$ cat config.mk
export PLATFORM = sky130hd
export DESIGN_NAME = buck_voltage_select_sequencer
export DESIGN_NICKNAME = d
export VERILOG_FILES = /design/src/pin_sync.v /design/src/buck_voltage_select_sequencer.v
export VERILOG_INCLUDE_DIRS = /design/src
export SDC_FILE = /design/constraint.sdc
export NUM_CORES = 1
export LEC_CHECK = 0
export ABC_AREA = 0
export BUFFER_PORTS_ARGS = -buffer_cell sky130_fd_sc_hd__buf_2
export CAP_MARGIN = 40
export CORE_MARGIN = 10
export CORE_UTILIZATION = 61
export DETAILED_ROUTE_END_ITERATION = 10
export PLACE_DENSITY = 0.81
export SLEW_MARGIN = 10
export SYNTH_ARGS = -nofsm -noshare
export SYNTH_HDL_FRONTEND = slang
export SYNTH_SLANG_ARGS = --single-unit
$ cat constraint.sdc
create_clock -name clock -period 8.1 [get_ports clock]
set_input_delay 0.81 -clock clock [delete_from_list [all_inputs] [get_ports clock]]
set_output_delay 0.81 -clock clock [all_outputs]
set_load 0.02 [all_outputs]
$ cat src/seq_defines.vh
/*
 * Shared constants for the buck voltage-select sequencer.
 * Assumes a 40 MHz core clock and includes by bare name.
 */
`ifndef SEQ_DEFINES_VH
`define SEQ_DEFINES_VH

`define NUM_OUT            4
`define CODE_W             10
`define SLOT_SEL_W         2
`define RAMP_W             3
`define DLY_W              6
`define CLK_MHZ            40
`define BOOT_TIME_US       1400
`define BOOT_CYCLES        (`BOOT_TIME_US * `CLK_MHZ)
`define MS_CYCLES          (1000 * `CLK_MHZ)
`define PIN_MODE_GLOBAL    3'h4
`define PIN_MODE_TWO_ONE   3'h6
`define PIN_MODE_SINGLE    3'h7
`define SRC_REGISTER       1'b0
`define SRC_PINS           1'b1
`define POL_W              2
`define RAMP_DEFAULT       3'h0
`define FLOOR_CODE         10'h0d0
`define STEP_BASE          8'h10

`endif

$ cat src/pin_sync.v
/*
 * Three-flop input synchroniser with a two-flop agreement filter.
 * Assumes the input is asynchronous to clock.
 */
`default_nettype none

module pin_sync (
  // Clock and reset.
  input  wire clock,
  input  wire rstn,
  // Pin and clean level.
  input  wire pin,
  output reg  level
);

  reg s1;
  reg s2;
  reg s3;

  always @(posedge clock or negedge rstn) begin
    if (!rstn) begin
      s1    <= 1'b0;
      s2    <= 1'b0;
      s3    <= 1'b0;
      level <= 1'b0;
    end else begin
      s1 <= pin;
      s2 <= s1;
      s3 <= s2;
      if (s2 == s3) begin
        level <= s3;
      end
    end
  end

endmodule // pin_sync

`default_nettype wire

$ cat src/buck_voltage_select_sequencer.v
/*
 * Per-output voltage slot selection, ramp control and enable sequencing
 * for a four-output buck regulator, plus the interrupt pin drive.
 * Assumes the I2C register logic sits outside and hands over register
 * fields and one-cycle write strobes on the core clock; multi pins and
 * the master enable are asynchronous pins.
 */
`default_nettype none
`include "seq_defines.vh"

module buck_voltage_select_sequencer #(
  parameter BOOT_CYC = `BOOT_CYCLES,
  parameter MS_CYC   = `MS_CYCLES
) (
  // Clock and reset.
  input  wire        clock,
  input  wire        rstn,
  // Master enable pin and multi pins.
  input  wire        master_en,
  input  wire        multi_pin_0,
  input  wire        multi_pin_1,
  input  wire        multi_pin_2,
  // Global configuration.
  input  wire [2:0]  pin_function_code,
  input  wire        discharge_en,
  // Per-output configuration, output n in bits of slice n.
  input  wire [3:0]  out_enable_bit,
  input  wire [3:0]  slot_source_bit,
  input  wire [7:0]  slot_select_field,
  input  wire [7:0]  pin_select_policy,
  input  wire [11:0] powerup_ramp_code,
  input  wire [11:0] powerdown_ramp_code,
  input  wire [11:0] transition_rise_code,
  input  wire [11:0] transition_fall_code,
  input  wire [23:0] startup_delay,
  input  wire [23:0] shutdown_delay,
  // Slot code writes: output index, slot index, data, strobes.
  input  wire [1:0]  code_out_index,
  input  wire [1:0]  code_slot_index,
  input  wire [7:0]  slot_code_upper,
  input  wire [1:0]  slot_code_lower,
  input  wire        upper_write,
  input  wire        lower_write,
  // Interrupt control.
  input  wire [3:0]  event_in,
  input  wire [3:0]  event_mask,
  input  wire [3:0]  event_clear,
  input  wire        int_active_high,
  input  wire        int_open_drain,
  // Converter controls, event status and interrupt pin drive.
  output reg  [39:0] dac_code,
  output reg  [3:0]  out_running,
  output reg  [3:0]  pull_down_on,
  output reg         bias_on,
  output reg         boot_done,
  output reg  [3:0]  event_status,
  output reg         int_out,
  output reg         int_oe
);

  ////////////////////////////////////////////////////////////////////
  // Pin synchronisers.

  wire en_s;
  wire mp0;
  wire mp1;
  wire mp2;

  pin_sync u_en (.clock(clock), .rstn(rstn), .pin(master_en),   .level(en_s));
  pin_sync u_p0 (.clock(clock), .rstn(rstn), .pin(multi_pin_0), .level(mp0));
  pin_sync u_p1 (.clock(clock), .rstn(rstn), .pin(multi_pin_1), .level(mp1));
  pin_sync u_p2 (.clock(clock), .rstn(rstn), .pin(multi_pin_2), .level(mp2));

  ////////////////////////////////////////////////////////////////////
  // Slot storage and selection.

  reg [`CODE_W-1:0] slot_mem [0:15];
  reg [7:0]         upper_hold [0:15];
  integer           k;

  always @(posedge clock or negedge rstn) begin
    if (!rstn) begin
      for (k = 0; k < 16; k = k + 1) begin
        slot_mem[k]   <= {`CODE_W{1'b0}};
        upper_hold[k] <= 8'h00;
      end
    end else begin
      if (upper_write) begin
        upper_hold[{code_out_index, code_slot_index}] <= slot_code_upper;
      end
      if (lower_write) begin
        slot_mem[{code_out_index, code_slot_index}] <=
          {upper_hold[{code_out_index, code_slot_index}], slot_code_lower};
      end
    end
  end

  // Slot chosen by the global select lines under one output's policy.
  function [1:0] global_slot;
    input [1:0] policy;
    input       line1;
    input       line0;
    begin
      case (policy)
        2'h0: global_slot = 2'h0;
        2'h1: global_slot = {1'b0, line0};
        2'h2: global_slot = {line1, 1'b0};
        default: global_slot = {line1, line0};
      endcase
    end
  endfunction

  // Pin-driven slot for output n under the current pin function.
  function [1:0] pin_slot;
    input [1:0] n;
    input [2:0] mode;
    input [1:0] policy;
    input       p0;
    input       p1;
    input       p2;
    begin
      pin_slot = 2'h0;
      if (mode == `PIN_MODE_GLOBAL) begin
        pin_slot = global_slot(policy, p0, p1);
      end else if (mode == `PIN_MODE_TWO_ONE) begin
        if (n == 2'd0) pin_slot = {p1, p0};
        else if (n == 2'd1) pin_slot = {1'b0, p2};
      end else if (mode == `PIN_MODE_SINGLE) begin
        if (n == 2'd0) pin_slot = {1'b0, p0};
        else if (n == 2'd1) pin_slot = {1'b0, p1};
        else if (n == 2'd2) pin_slot = {1'b0, p2};
      end
    end
  endfunction

  // Step interval in cycles for a 3-bit ramp code; code 0 is the default rate.
  function [7:0] step_cycles;
    input [2:0] code;
    begin
      step_cycles = `STEP_BASE << code[1:0];
      if (code[2]) step_cycles = `STEP_BASE >> code[1:0];
    end
  endfunction

  ////////////////////////////////////////////////////////////////////
  // Boot sequence after master enable rises.

  localparam ST_OFF  = 2'd0;
  localparam ST_BOOT = 2'd1;
  localparam ST_RUN  = 2'd2;
  localparam ST_DOWN = 2'd3;

  reg [1:0]  state;
  reg [31:0] boot_cnt;
  reg [31:0] ms_cnt;
  reg [5:0]  ms_count;
  wire       all_low;

  always @(posedge clock or negedge rstn) begin
    if (!rstn) begin
      state     <= ST_OFF;
      boot_cnt  <= 32'h0;
      bias_on   <= 1'b0;
      boot_done <= 1'b0;
    end else begin
      case (state)
        ST_OFF: begin
          boot_done <= 1'b0;
          if (en_s) begin
            state    <= ST_BOOT;
            bias_on  <= 1'b1;
            boot_cnt <= 32'h0;
          end
        end
        ST_BOOT: begin
          boot_cnt <= boot_cnt + 32'h1;
          if (!en_s) begin
            state <= ST_DOWN;
          end else if (boot_cnt == BOOT_CYC - 1) begin
            state     <= ST_RUN;
            boot_done <= 1'b1;
          end
        end
        ST_RUN: begin
          if (!en_s) begin
            state <= ST_DOWN;
          end
        end
        default: begin
          if (all_low) begin
            state     <= ST_OFF;
            bias_on   <= 1'b0;
            boot_done <= 1'b0;
          end
        end
      endcase
    end
  end

  // Millisecond count since boot end, restarted when the master enable falls.
  always @(posedge clock or negedge rstn) begin
    if (!rstn) begin
      ms_cnt   <= 32'h0;
      ms_count <= 6'h0;
    end else begin
      if (state == ST_BOOT || state == ST_OFF || (state == ST_RUN && !en_s)) begin
        ms_count <= 6'h0;
        ms_cnt   <= 32'h0;
      end else if (ms_cnt == MS_CYC - 1) begin
        ms_cnt <= 32'h0;
        if (ms_count != 6'h3f) ms_count <= ms_count + 6'h1;
      end else begin
        ms_cnt <= ms_cnt + 32'h1;
      end
    end
  end

  ////////////////////////////////////////////////////////////////////
  // Per-output ramp engines.

  reg [3:0]  last_state_run;
  reg [7:0]  step_cnt [0:3];
  reg [3:0]  bit_disabled;
  reg [3:0]  allow_low;
  reg [7:0]  sel_v;
  reg [39:0] target_v;
  reg [3:0]  want_v;
  reg [11:0] rcode_v;
  integer    n;
  integer    m;

  assign all_low = ~|out_running && ~|allow_low;

  // Selected slot, target code, effective enable and ramp code per output.
  always @* begin
    sel_v    = 8'h00;
    target_v = 40'h0;
    want_v   = 4'h0;
    rcode_v  = 12'h000;
    for (m = 0; m < 4; m = m + 1) begin
      sel_v[2*m+:2] = (slot_source_bit[m] == `SRC_PINS) ?
                      pin_slot(m[1:0], pin_function_code, pin_select_policy[2*m+:2],
                               mp0, mp1, mp2) :
                      slot_select_field[2*m+:2];
      target_v[10*m+:10] = slot_mem[{m[1:0], sel_v[2*m+:2]}];
      want_v[m] = en_s & out_enable_bit[m];
      // Power-up code while climbing from off, shutdown code while off, else transition codes.
      if (!out_running[m]) begin
        rcode_v[3*m+:3] = powerdown_ramp_code[3*m+:3];
      end else if (!last_state_run[m]) begin
        rcode_v[3*m+:3] = powerup_ramp_code[3*m+:3];
      end else if (target_v[10*m+:10] > dac_code[10*m+:10]) begin
        rcode_v[3*m+:3] = transition_rise_code[3*m+:3];
      end else begin
        rcode_v[3*m+:3] = transition_fall_code[3*m+:3];
      end
    end
  end

  always @(posedge clock or negedge rstn) begin
    if (!rstn) begin
      dac_code       <= 40'h0;
      out_running    <= 4'h0;
      pull_down_on   <= 4'h0;
      bit_disabled   <= 4'h0;
      allow_low      <= 4'h0;
      last_state_run <= 4'h0;
      for (n = 0; n < 4; n = n + 1) step_cnt[n] <= 8'h0;
    end else begin
      for (n = 0; n < 4; n = n + 1) begin
        if (want_v[n] && state == ST_RUN && ms_count >= startup_delay[6*n+:6]) begin
          if (!out_running[n]) begin
            out_running[n]  <= 1'b1;
            bit_disabled[n] <= 1'b0;
            pull_down_on[n] <= 1'b0;
          end
          allow_low[n] <= 1'b1;
        end else if (out_running[n] && !want_v[n] &&
                     (en_s || (state == ST_DOWN && ms_count >= shutdown_delay[6*n+:6]))) begin
          out_running[n]  <= 1'b0;
          bit_disabled[n] <= en_s;
        end
        if (step_cnt[n] >= step_cycles(rcode_v[3*n+:3])) begin
          step_cnt[n] <= 8'h0;
          if (out_running[n]) begin
            if (dac_code[10*n+:10] < target_v[10*n+:10]) begin
              dac_code[10*n+:10] <= dac_code[10*n+:10] + 10'h1;
            end else if (dac_code[10*n+:10] > target_v[10*n+:10]) begin
              dac_code[10*n+:10] <= dac_code[10*n+:10] - 10'h1;
            end else begin
              last_state_run[n] <= 1'b1;
            end
          end else if (dac_code[10*n+:10] > `FLOOR_CODE) begin
            dac_code[10*n+:10] <= dac_code[10*n+:10] - 10'h1;
          end else begin
            dac_code[10*n+:10] <= 10'h0;
            allow_low[n]       <= 1'b0;
            last_state_run[n]  <= 1'b0;
            pull_down_on[n]    <= bit_disabled[n] & discharge_en;
          end
        end else begin
          step_cnt[n] <= step_cnt[n] + 8'h1;
        end
      end
    end
  end

  ////////////////////////////////////////////////////////////////////
  // Interrupt latch and pin drive.

  wire pending = |(event_status & ~event_mask);

  always @(posedge clock or negedge rstn) begin
    if (!rstn) begin
      event_status <= 4'h0;
      int_out      <= 1'b0;
      int_oe       <= 1'b0;
    end else begin
      event_status <= (event_status & ~event_clear) | event_in;
      if (int_open_drain) begin
        int_out <= 1'b0;
        int_oe  <= pending;
      end else begin
        int_out <= int_active_high ? pending : ~pending;
        int_oe  <= 1'b1;
      end
    end
  end

endmodule // buck_voltage_select_sequencer

`default_nettype wire

==> results of run 1 <==
==> where the power goes <==
part / internal, W / switching (W) / leakage, nW
clock network: 0.00142 / 0.000949 / 0.832
logic: 0.00132 / 0.00160 / 6.94
registers: 0.00295 / 0.000533 / 6.11
total: 0.00568 / 0.00308 / 13.9
==> how the worst min path moves through the flow <==
stage,start,to,depth (start not counted),slack (ns)
after CTS,master_en,u_en.s1$_DFF_PN0_,1,0.28
after global placement,u_p2.s1$_DFF_PN0_,u_p2.s2$_DFF_PN0_,0,0.34
after floorplan,u_en.s1$_DFF_PN0_,u_en.s2$_DFF_PN0_,0,0.33
after global routing,master_en,u_en.s1$_DFF_PN0_,1,0.30
after detailed placement,u_en.s1$_DFF_PN0_,u_en.s2$_DFF_PN0_,0,0.34
final,master_en,u_en.s1$_DFF_PN0_,1,0.32
==> flip-flops by register name (all words and copies together) (netlist names), 2 cells and up <==
signal	flops
boot_cnt	32
slot_mem	160
step_cnt	32
allow_low	4
state	2
pull_down_on	4
upper_hold	128
last_state_run	4
ms_count	6
out_running	4
ms_cnt	32
bit_disabled	4
dac_code	40
event_status	4
==> kinds of logic after synthesis <==
logic type      after synthesis  synth area share, %
simple gates                674                 12.6
flops                       476                 45.5
mux                         446                 20.5
compound gates              380                 9.33
buf+inv                     185                 2.73
fa+ha+maj                   139                 6.60
xor+xnor                     82                 2.74
==> synth_stat cells, drive strengths merged, types with 18 or more instances <==
library cell / n
nor2b: 24
ha: 135
nand2: 148
xnor2: 30
a31oi: 21
mux2: 333
and3: 40
o21ai: 117
clkbuf: 70
nor3: 36
dfrtp: 476
a21oi: 75
a21o: 26
mux4: 40
inv: 95
nor2: 188
nor4: 21
nand3: 85
mux2i: 73
xor2: 52
and2: 18
nand2b: 32
buf: 19
or3: 31
==> area by class of cell <==
type / instances / area, sq um
repair buffers: 260 / 1500
diodes: 1 / 2.50
clock buffers: 69 / 1420
fillers: 2962 / 12500
clock inverters: 17 / 254
well taps: 539 / 674
inverters: 96 / 360
multi-input cells: 1721 / 13600
flip-flops and latches: 476 / 11900
==> layer usage <==
| metal | share of wire (%) | wire length [microns] | vias up | global-route usage [%] |
|---|---|---|---|---|
| li1 | - | - | 9081 | - |
| met5 | 0.041 | 27 | - | 0 |
| met4 | 2.2 | 1440 | 4 | 7.01 |
| met1 | 41 | 26500 | 9940 | 31.2 |
| met2 | 51 | 33300 | 621 | 43.8 |
| met3 | 6.1 | 3950 | 115 | 4.59 |
==> cells in the final DEF, fill, tap and decap left out, types with 32 or more instances in the layout <==
master       n
dfrtp_1    476
mux2_2     333
buf_2      216
nor2_1     188
nand2_1    148
ha_1       135
o21ai_0    114
inv_1       95
nand3_1     85
a21oi_1     75
mux2i_1     73
xor2_1      52
clkbuf_16   51
and3_1      40
mux4_2      40
buf_4       38
nor3_1      34
nand2b_1    32
==> metrics by stage <==
step	total power, W	area, sq um
finish	0.00877	29800
global route	0.00927	29800
CTS	0.00878	29700
detailed placement	0.00638	28100
global placement	0.00616	27800
floorplan	0.00546	26200
==> results.py, run 1 <==
metrics = {
    "clock_network": {
        "cts-buffers-inserted": 50,
        "cts_tree": "done",
        "clockRootBuffer": "clkbuf_16",
        "cts.hold.buffers_added": 0,
        "clkTransAtPathRegs_ns": 0.06,
        "post_cts_buffers": 0,
        "clk_latency_ns": 0.60,
        "cts.sinks": 476,
        "cts_buffer_depth": 3,
        "htree_levels": 2,
        "cts_resized": 0,
    },
    "timing": {
        "max_freq_mhz": 154,
        "maxSlewViolCount": 0,
        "period_needed_ns": 6.49,
        "hold_slack_ns": 0.318,
        "setup_viol": 0,
        "worst_slew_pin_slew_ns": 1.09,
        "fin_tns_setup_ns": 0,
        "maxSlewHeadroom_pct": 27.5,
        "fin_crit_sh_pct": 80.2,
        "hold_viol_final": 0,
        "rsz0062_at_grt": "no",
        "finalClockSkew_ns": 0.0228,
        "worst_slack_ns": 1.61,
    },
    "synth": {
        "synth_area_sq_um": 26200,
        "avgSynthCellArea_sq_um": 11.0,
        "synth_flop_cell": "dfrtp_1",
        "yosysTopAreaCell": "dfrtp_1",
        "ys_async_sr_fraction_pct": 100,
        "synth_cells": 2382,
        "yosysWarnings": 0,
        "synth_seq_cells": 476,
        "ys_types": 76,
        "synth.top_cells.by_area": "dfrtp_1, mux2_2, ha_1",
        "synthesis.nets": 2677,
        "synth_edf_count": 0,
        "ys_seq_area_share_pct": 45.5,
        "netlist.area_leader.share_pct": 45.5,
    },
    "worst_setup_path": {
        "timing.critical_path.mode_cell": "nand2_1",
        "path_max_fanout": 10,
        "cp_top_family": "compound AO/OA/AOI/OAI gates",
        "cp-start-kind": "input port",
        "worstPathArrival_ns": 7.00,
        "cp_cell_sequence": "buf_2 -> nor2_1 -> nand2_1 -> nand2_1 -> nand2_1 -> o21ai_0 -> a31oi_2 -> mux2_2 -> ha_1 -> a21oi_1 -> o21ai_0 -> a2111oi_2 -> mux2i_1 -> o21ai_0 -> nor2b_1 -> nand2_1 -> ha_1 -> a21boi_0 -> o31ai_1 -> a21oi_1 -> a21boi_1 -> a21oi_1 -> a31oi_1",
        "timing.rr.end": "dac_code[14]$_DFFE_PN0P_",
        "rr_startpoint": "u_p2.level$_DFFE_PN0N_",
        "worstSetupPathType": "in -> reg",
        "cp-end-kind": "flop",
        "critPathLaunch": "pin_function_code[1]",
        "crit_required_ns": 8.61,
        "crit_cells": 23,
        "slowest_stage": "a2111oi_2",
        "critPathMaxStageDelay_ns": 0.84,
        "reg2reg_depth": 19,
        "critical_path.endpoint": "dac_code[14]$_DFFE_PN0P_",
        "path_buf_inv": 1,
        "ff2ff_setup_slack_ns": 1.73,
    },
    "floorplanning": {
        "core_sq_um": 42200,
        "die_h_microns": 227,
        "floorplan.rows": 75,
        "io_pins": 216,
        "die_area_sq_um": 51700,
        "die_x_microns": 227,
        "start_util_pct": 62.1,
    },
    "global_routing": {
        "grt_start_max_net_pins": 141,
        "grt.total_usage_pct": 25.0,
        "grt_antenna_before_repair": 3,
        "grt_overflow": 0,
        "grt_first_pass_wirelength_mm": 105,
        "grt_pass1_vias": 20321,
    },
    "finish": {
        "drive_gt1_share_pct": 28.2,
        "final_util_pct": 70.5,
        "instances_no_fill": 3179,
        "area_growth_pct": 13.6,
        "fin_nets": 2900,
    },
    "worst_hold_path": {
        "worstHoldPathType": "in -> reg",
    },
    "pwr": {
        "power_density_nw_per_um2": 294,
        "peakVddDrop_mv": 0.178,
        "cellLeakagePower_nw": 13.9,
    },
    "route": {
        "dr.pass1.iters": 8,
        "drt-total-wl_mm": 65.3,
        "via_per_inst": 6.22,
        "wl_per_cell_microns": 20.5,
        "drc_errors": 0,
        "ant_nets": 0,
        "initialDrtViolationCount": 1632,
        "vias": 19761,
    },
    "run_status": {
        "status": "finished clean",
    },
    "placed_design": {
        "dp_cells": 3091,
        "dp_slack_ns": 1.17,
        "place_congestion": 0.886,
        "hpwl_mm": 46.2,
        "io_buffer_count": 215,
    },
    "run": {
        "cap_viol_max_count": 0,
    },
}
Note: power is estimated with default switching activity, not from simulation.
==> run 2: changes to the inputs <==
Settings changed: CORE_UTILIZATION 61 to 55, PLACE_DENSITY 0.81 to 0.77.
Clock period 8.1 ns to 5.4 ns, I/O delays scaled along.
==> run 2 against run 1 <==
The run now ends with negative hold slack left. First-iteration DRC count fell by 13%. Critical path type is now reg -> reg. Utilization fell by 5.6 points. Worst hold slack got worse by 0.35 ns. Setup slack got worse by 1.4 ns. Count of clock-buffer cells in the layout fell by 5.
==> results.py, run 2 (synthesized netlist as in run 1, its figures left out) <==
metrics = {
    "placed_design": {
        "place_congestion": 0.890,
        "dp_slack_ns": -0.430,
        "placed_area_sq_um": 28500,
        "hpwl_mm": 45.7,
        "io_buffer_count": 215,
    },
    "pwr": {
        "peakVddDrop_mv": 0.254,
        "cellLeakagePower_nw": 14.1,
        "power_density_nw_per_um2": 443,
        "totalPowerFinal_w": 0.0135,
    },
    "finish": {
        "fin_area_sq_um": 30400,
        "top_regs": "slot_mem x160, upper_hold x128, dac_code x40",
        "fin_nets": 2934,
        "drive_gt1_share_pct": 30.0,
        "area_growth_pct": 15.9,
        "layout_common_cells": "dfrtp_1, mux2_2, buf_2",
        "top_register": "slot_mem",
        "largest_reg_flops": 160,
        "final_common_cell": "dfrtp_1",
    },
    "global_routing": {
        "grt_start_max_net_pins": 146,
        "grt_pass1_vias": 20523,
        "grt_overflow": 0,
        "grt_first_pass_wirelength_mm": 104,
        "grt.total_usage_pct": 22.0,
        "grt_antenna_before_repair": 2,
    },
    "route": {
        "initialDrtViolationCount": 1414,
        "vias": 19597,
        "via_per_inst": 5.96,
        "drt-total-wl_mm": 63.7,
        "wl_per_cell_microns": 19.4,
        "ant_nets": 0,
        "drc_errors": 0,
        "dr.pass1.iters": 5,
    },
    "timing": {
        "max_freq_mhz": 192,
        "worst_slack_ns": 0.194,
        "period_needed_ns": 5.21,
        "setup_viol": 0,
        "fin_crit_sh_pct": 96.4,
        "hold_slack_ns": -0.0276,
        "fin_tns_setup_ns": 0,
        "maxSlewHeadroom_pct": 35.1,
        "worst_slew_pin_slew_ns": 0.973,
        "hold_viol_final": 11,
        "maxSlewViolCount": 0,
        "finalClockSkew_ns": 0.0228,
    },
    "floorplanning": {
        "die_h_microns": 238,
        "floorplan.rows": 79,
        "die_area_sq_um": 56800,
        "start_util_pct": 55.9,
        "io_pins": 216,
        "die_x_microns": 238,
        "core_sq_um": 46900,
    },
    "clock_network": {
        "cts-buffers-inserted": 50,
        "cts_tree": "done",
        "cts.hold.buffers_added": 0,
        "clkTransAtPathRegs_ns": 0.06,
        "cts_buffer_depth": 3,
        "clockRootBuffer": "clkbuf_16",
        "clk_latency_ns": 0.59,
        "post_cts_buffers": 0,
        "htree_levels": 2,
        "cts.sinks": 476,
    },
    "worst_setup_path": {
        "cp-start-kind": "flop",
        "worstSetupPathType": "reg -> reg",
        "worstPathArrival_ns": 5.71,
        "cp_cell_sequence": "and2_1 -> buf_4 -> a32o_1 -> a31oi_2 -> buf_12 -> nand2_1 -> o21ai_0 -> ha_1 -> and3_1 -> a221oi_1 -> o211ai_1 -> mux2i_1 -> o21ai_0 -> inv_1 -> or3_1 -> ha_1 -> a2111oi_0 -> a21oi_1 -> buf_4 -> nand2b_2 -> nand2_1 -> o22ai_1",
        "cp_top_family": "compound AO/OA/AOI/OAI gates",
        "crit_required_ns": 5.90,
        "critPathMaxStageDelay_ns": 0.44,
        "slowest_stage": "a2111oi_0",
        "cp-end-kind": "flop",
        "path_buf_inv": 4,
        "path_max_fanout": 20,
    },
    "run": {
        "cap_viol_max_count": 0,
    },
    "worst_hold_path": {
        "worstHoldPathType": "in -> async",
    },
    "run_status": {
        "violations": "negative hold slack",
        "status": "finished, violations left",
    },
}
run 2: final timing paths:
kind | from | cells after the start | endpoint | slack (ns)
worst max-delay path | u_p1.level$_DFFE_PN0N_ | 22 | pull_down_on[2]$_DFF_PN0_ | 0.19
worst min-delay path | rstn | 1 | dac_code[36]$_DFFE_PN0P_ | -0.03
worst max register to register | u_p1.level$_DFFE_PN0N_ | 22 | pull_down_on[2]$_DFF_PN0_ | 0.19
worst min register to register | u_p0.s1$_DFF_PN0_ | 0 | u_p0.s2$_DFF_PN0_ | 0.35
max in group asynchronous | rstn | 2 | upper_hold[20]$_DFFE_PN0P_ | 4.08
min in group clock | multi_pin_1 | 1 | u_p1.s1$_DFF_PN0_ | 0.07
run 2: final cells by class:
type,instances,area (sq um)
Sequential cell,476,11900
Inverter,96,360
Tap cell,607,759
Antenna cell,2,5.00
Clock buffer,64,1410
Fill cell,3517,16500
Timing Repair Buffer,294,1830
Clock inverter,29,382
Multi-Input combinational cell,1721,13700
run 2: repair_timing:
| item | CTS | global route |
|---|---|---|
| gates resized for setup | 1 | 26 |
| cloned | 0 | 0 |
| pin swaps | 0 | 1 |
| setup endpoints to repair | 1 | 46 |
run 2: metal layers:
| layer | global-route usage [%] | share of wire [%] | up-vias |
|---|---|---|---|
| met5 | 0 | 0.020 | - |
| met4 | 5.79 | 2.0 | 2 |
| met3 | 4.38 | 5.8 | 99 |
| met2 | 38.7 | 50 | 462 |
| met1 | 27.2 | 42 | 9887 |
| li1 | - | - | 9147 |
run 2: power by group:
| group | total, W | leakage [nW] | switching, W | internal, W |
|---|---|---|---|---|
| clock network | 0.00371 | 0.875 | 0.00148 | 0.00223 |
| logic | 0.00453 | 7.14 | 0.00241 | 0.00212 |
| registers | 0.00521 | 6.11 | 0.000785 | 0.00442 |
run 2: through the flow:
stage / util [%] / std cells / hold WS [ns]
3_5_place_dp: 60.8 / 3193 / 0.335
4_1_cts: 64.6 / 3286 / 0.0353
6_report: 64.8 / 3289 / -0.0276
2_1_floorplan: - / 2382 / 0.244
5_1_grt: 64.8 / 3287 / 0.0395
3_3_place_gp: 60.6 / 3182 / 0.335
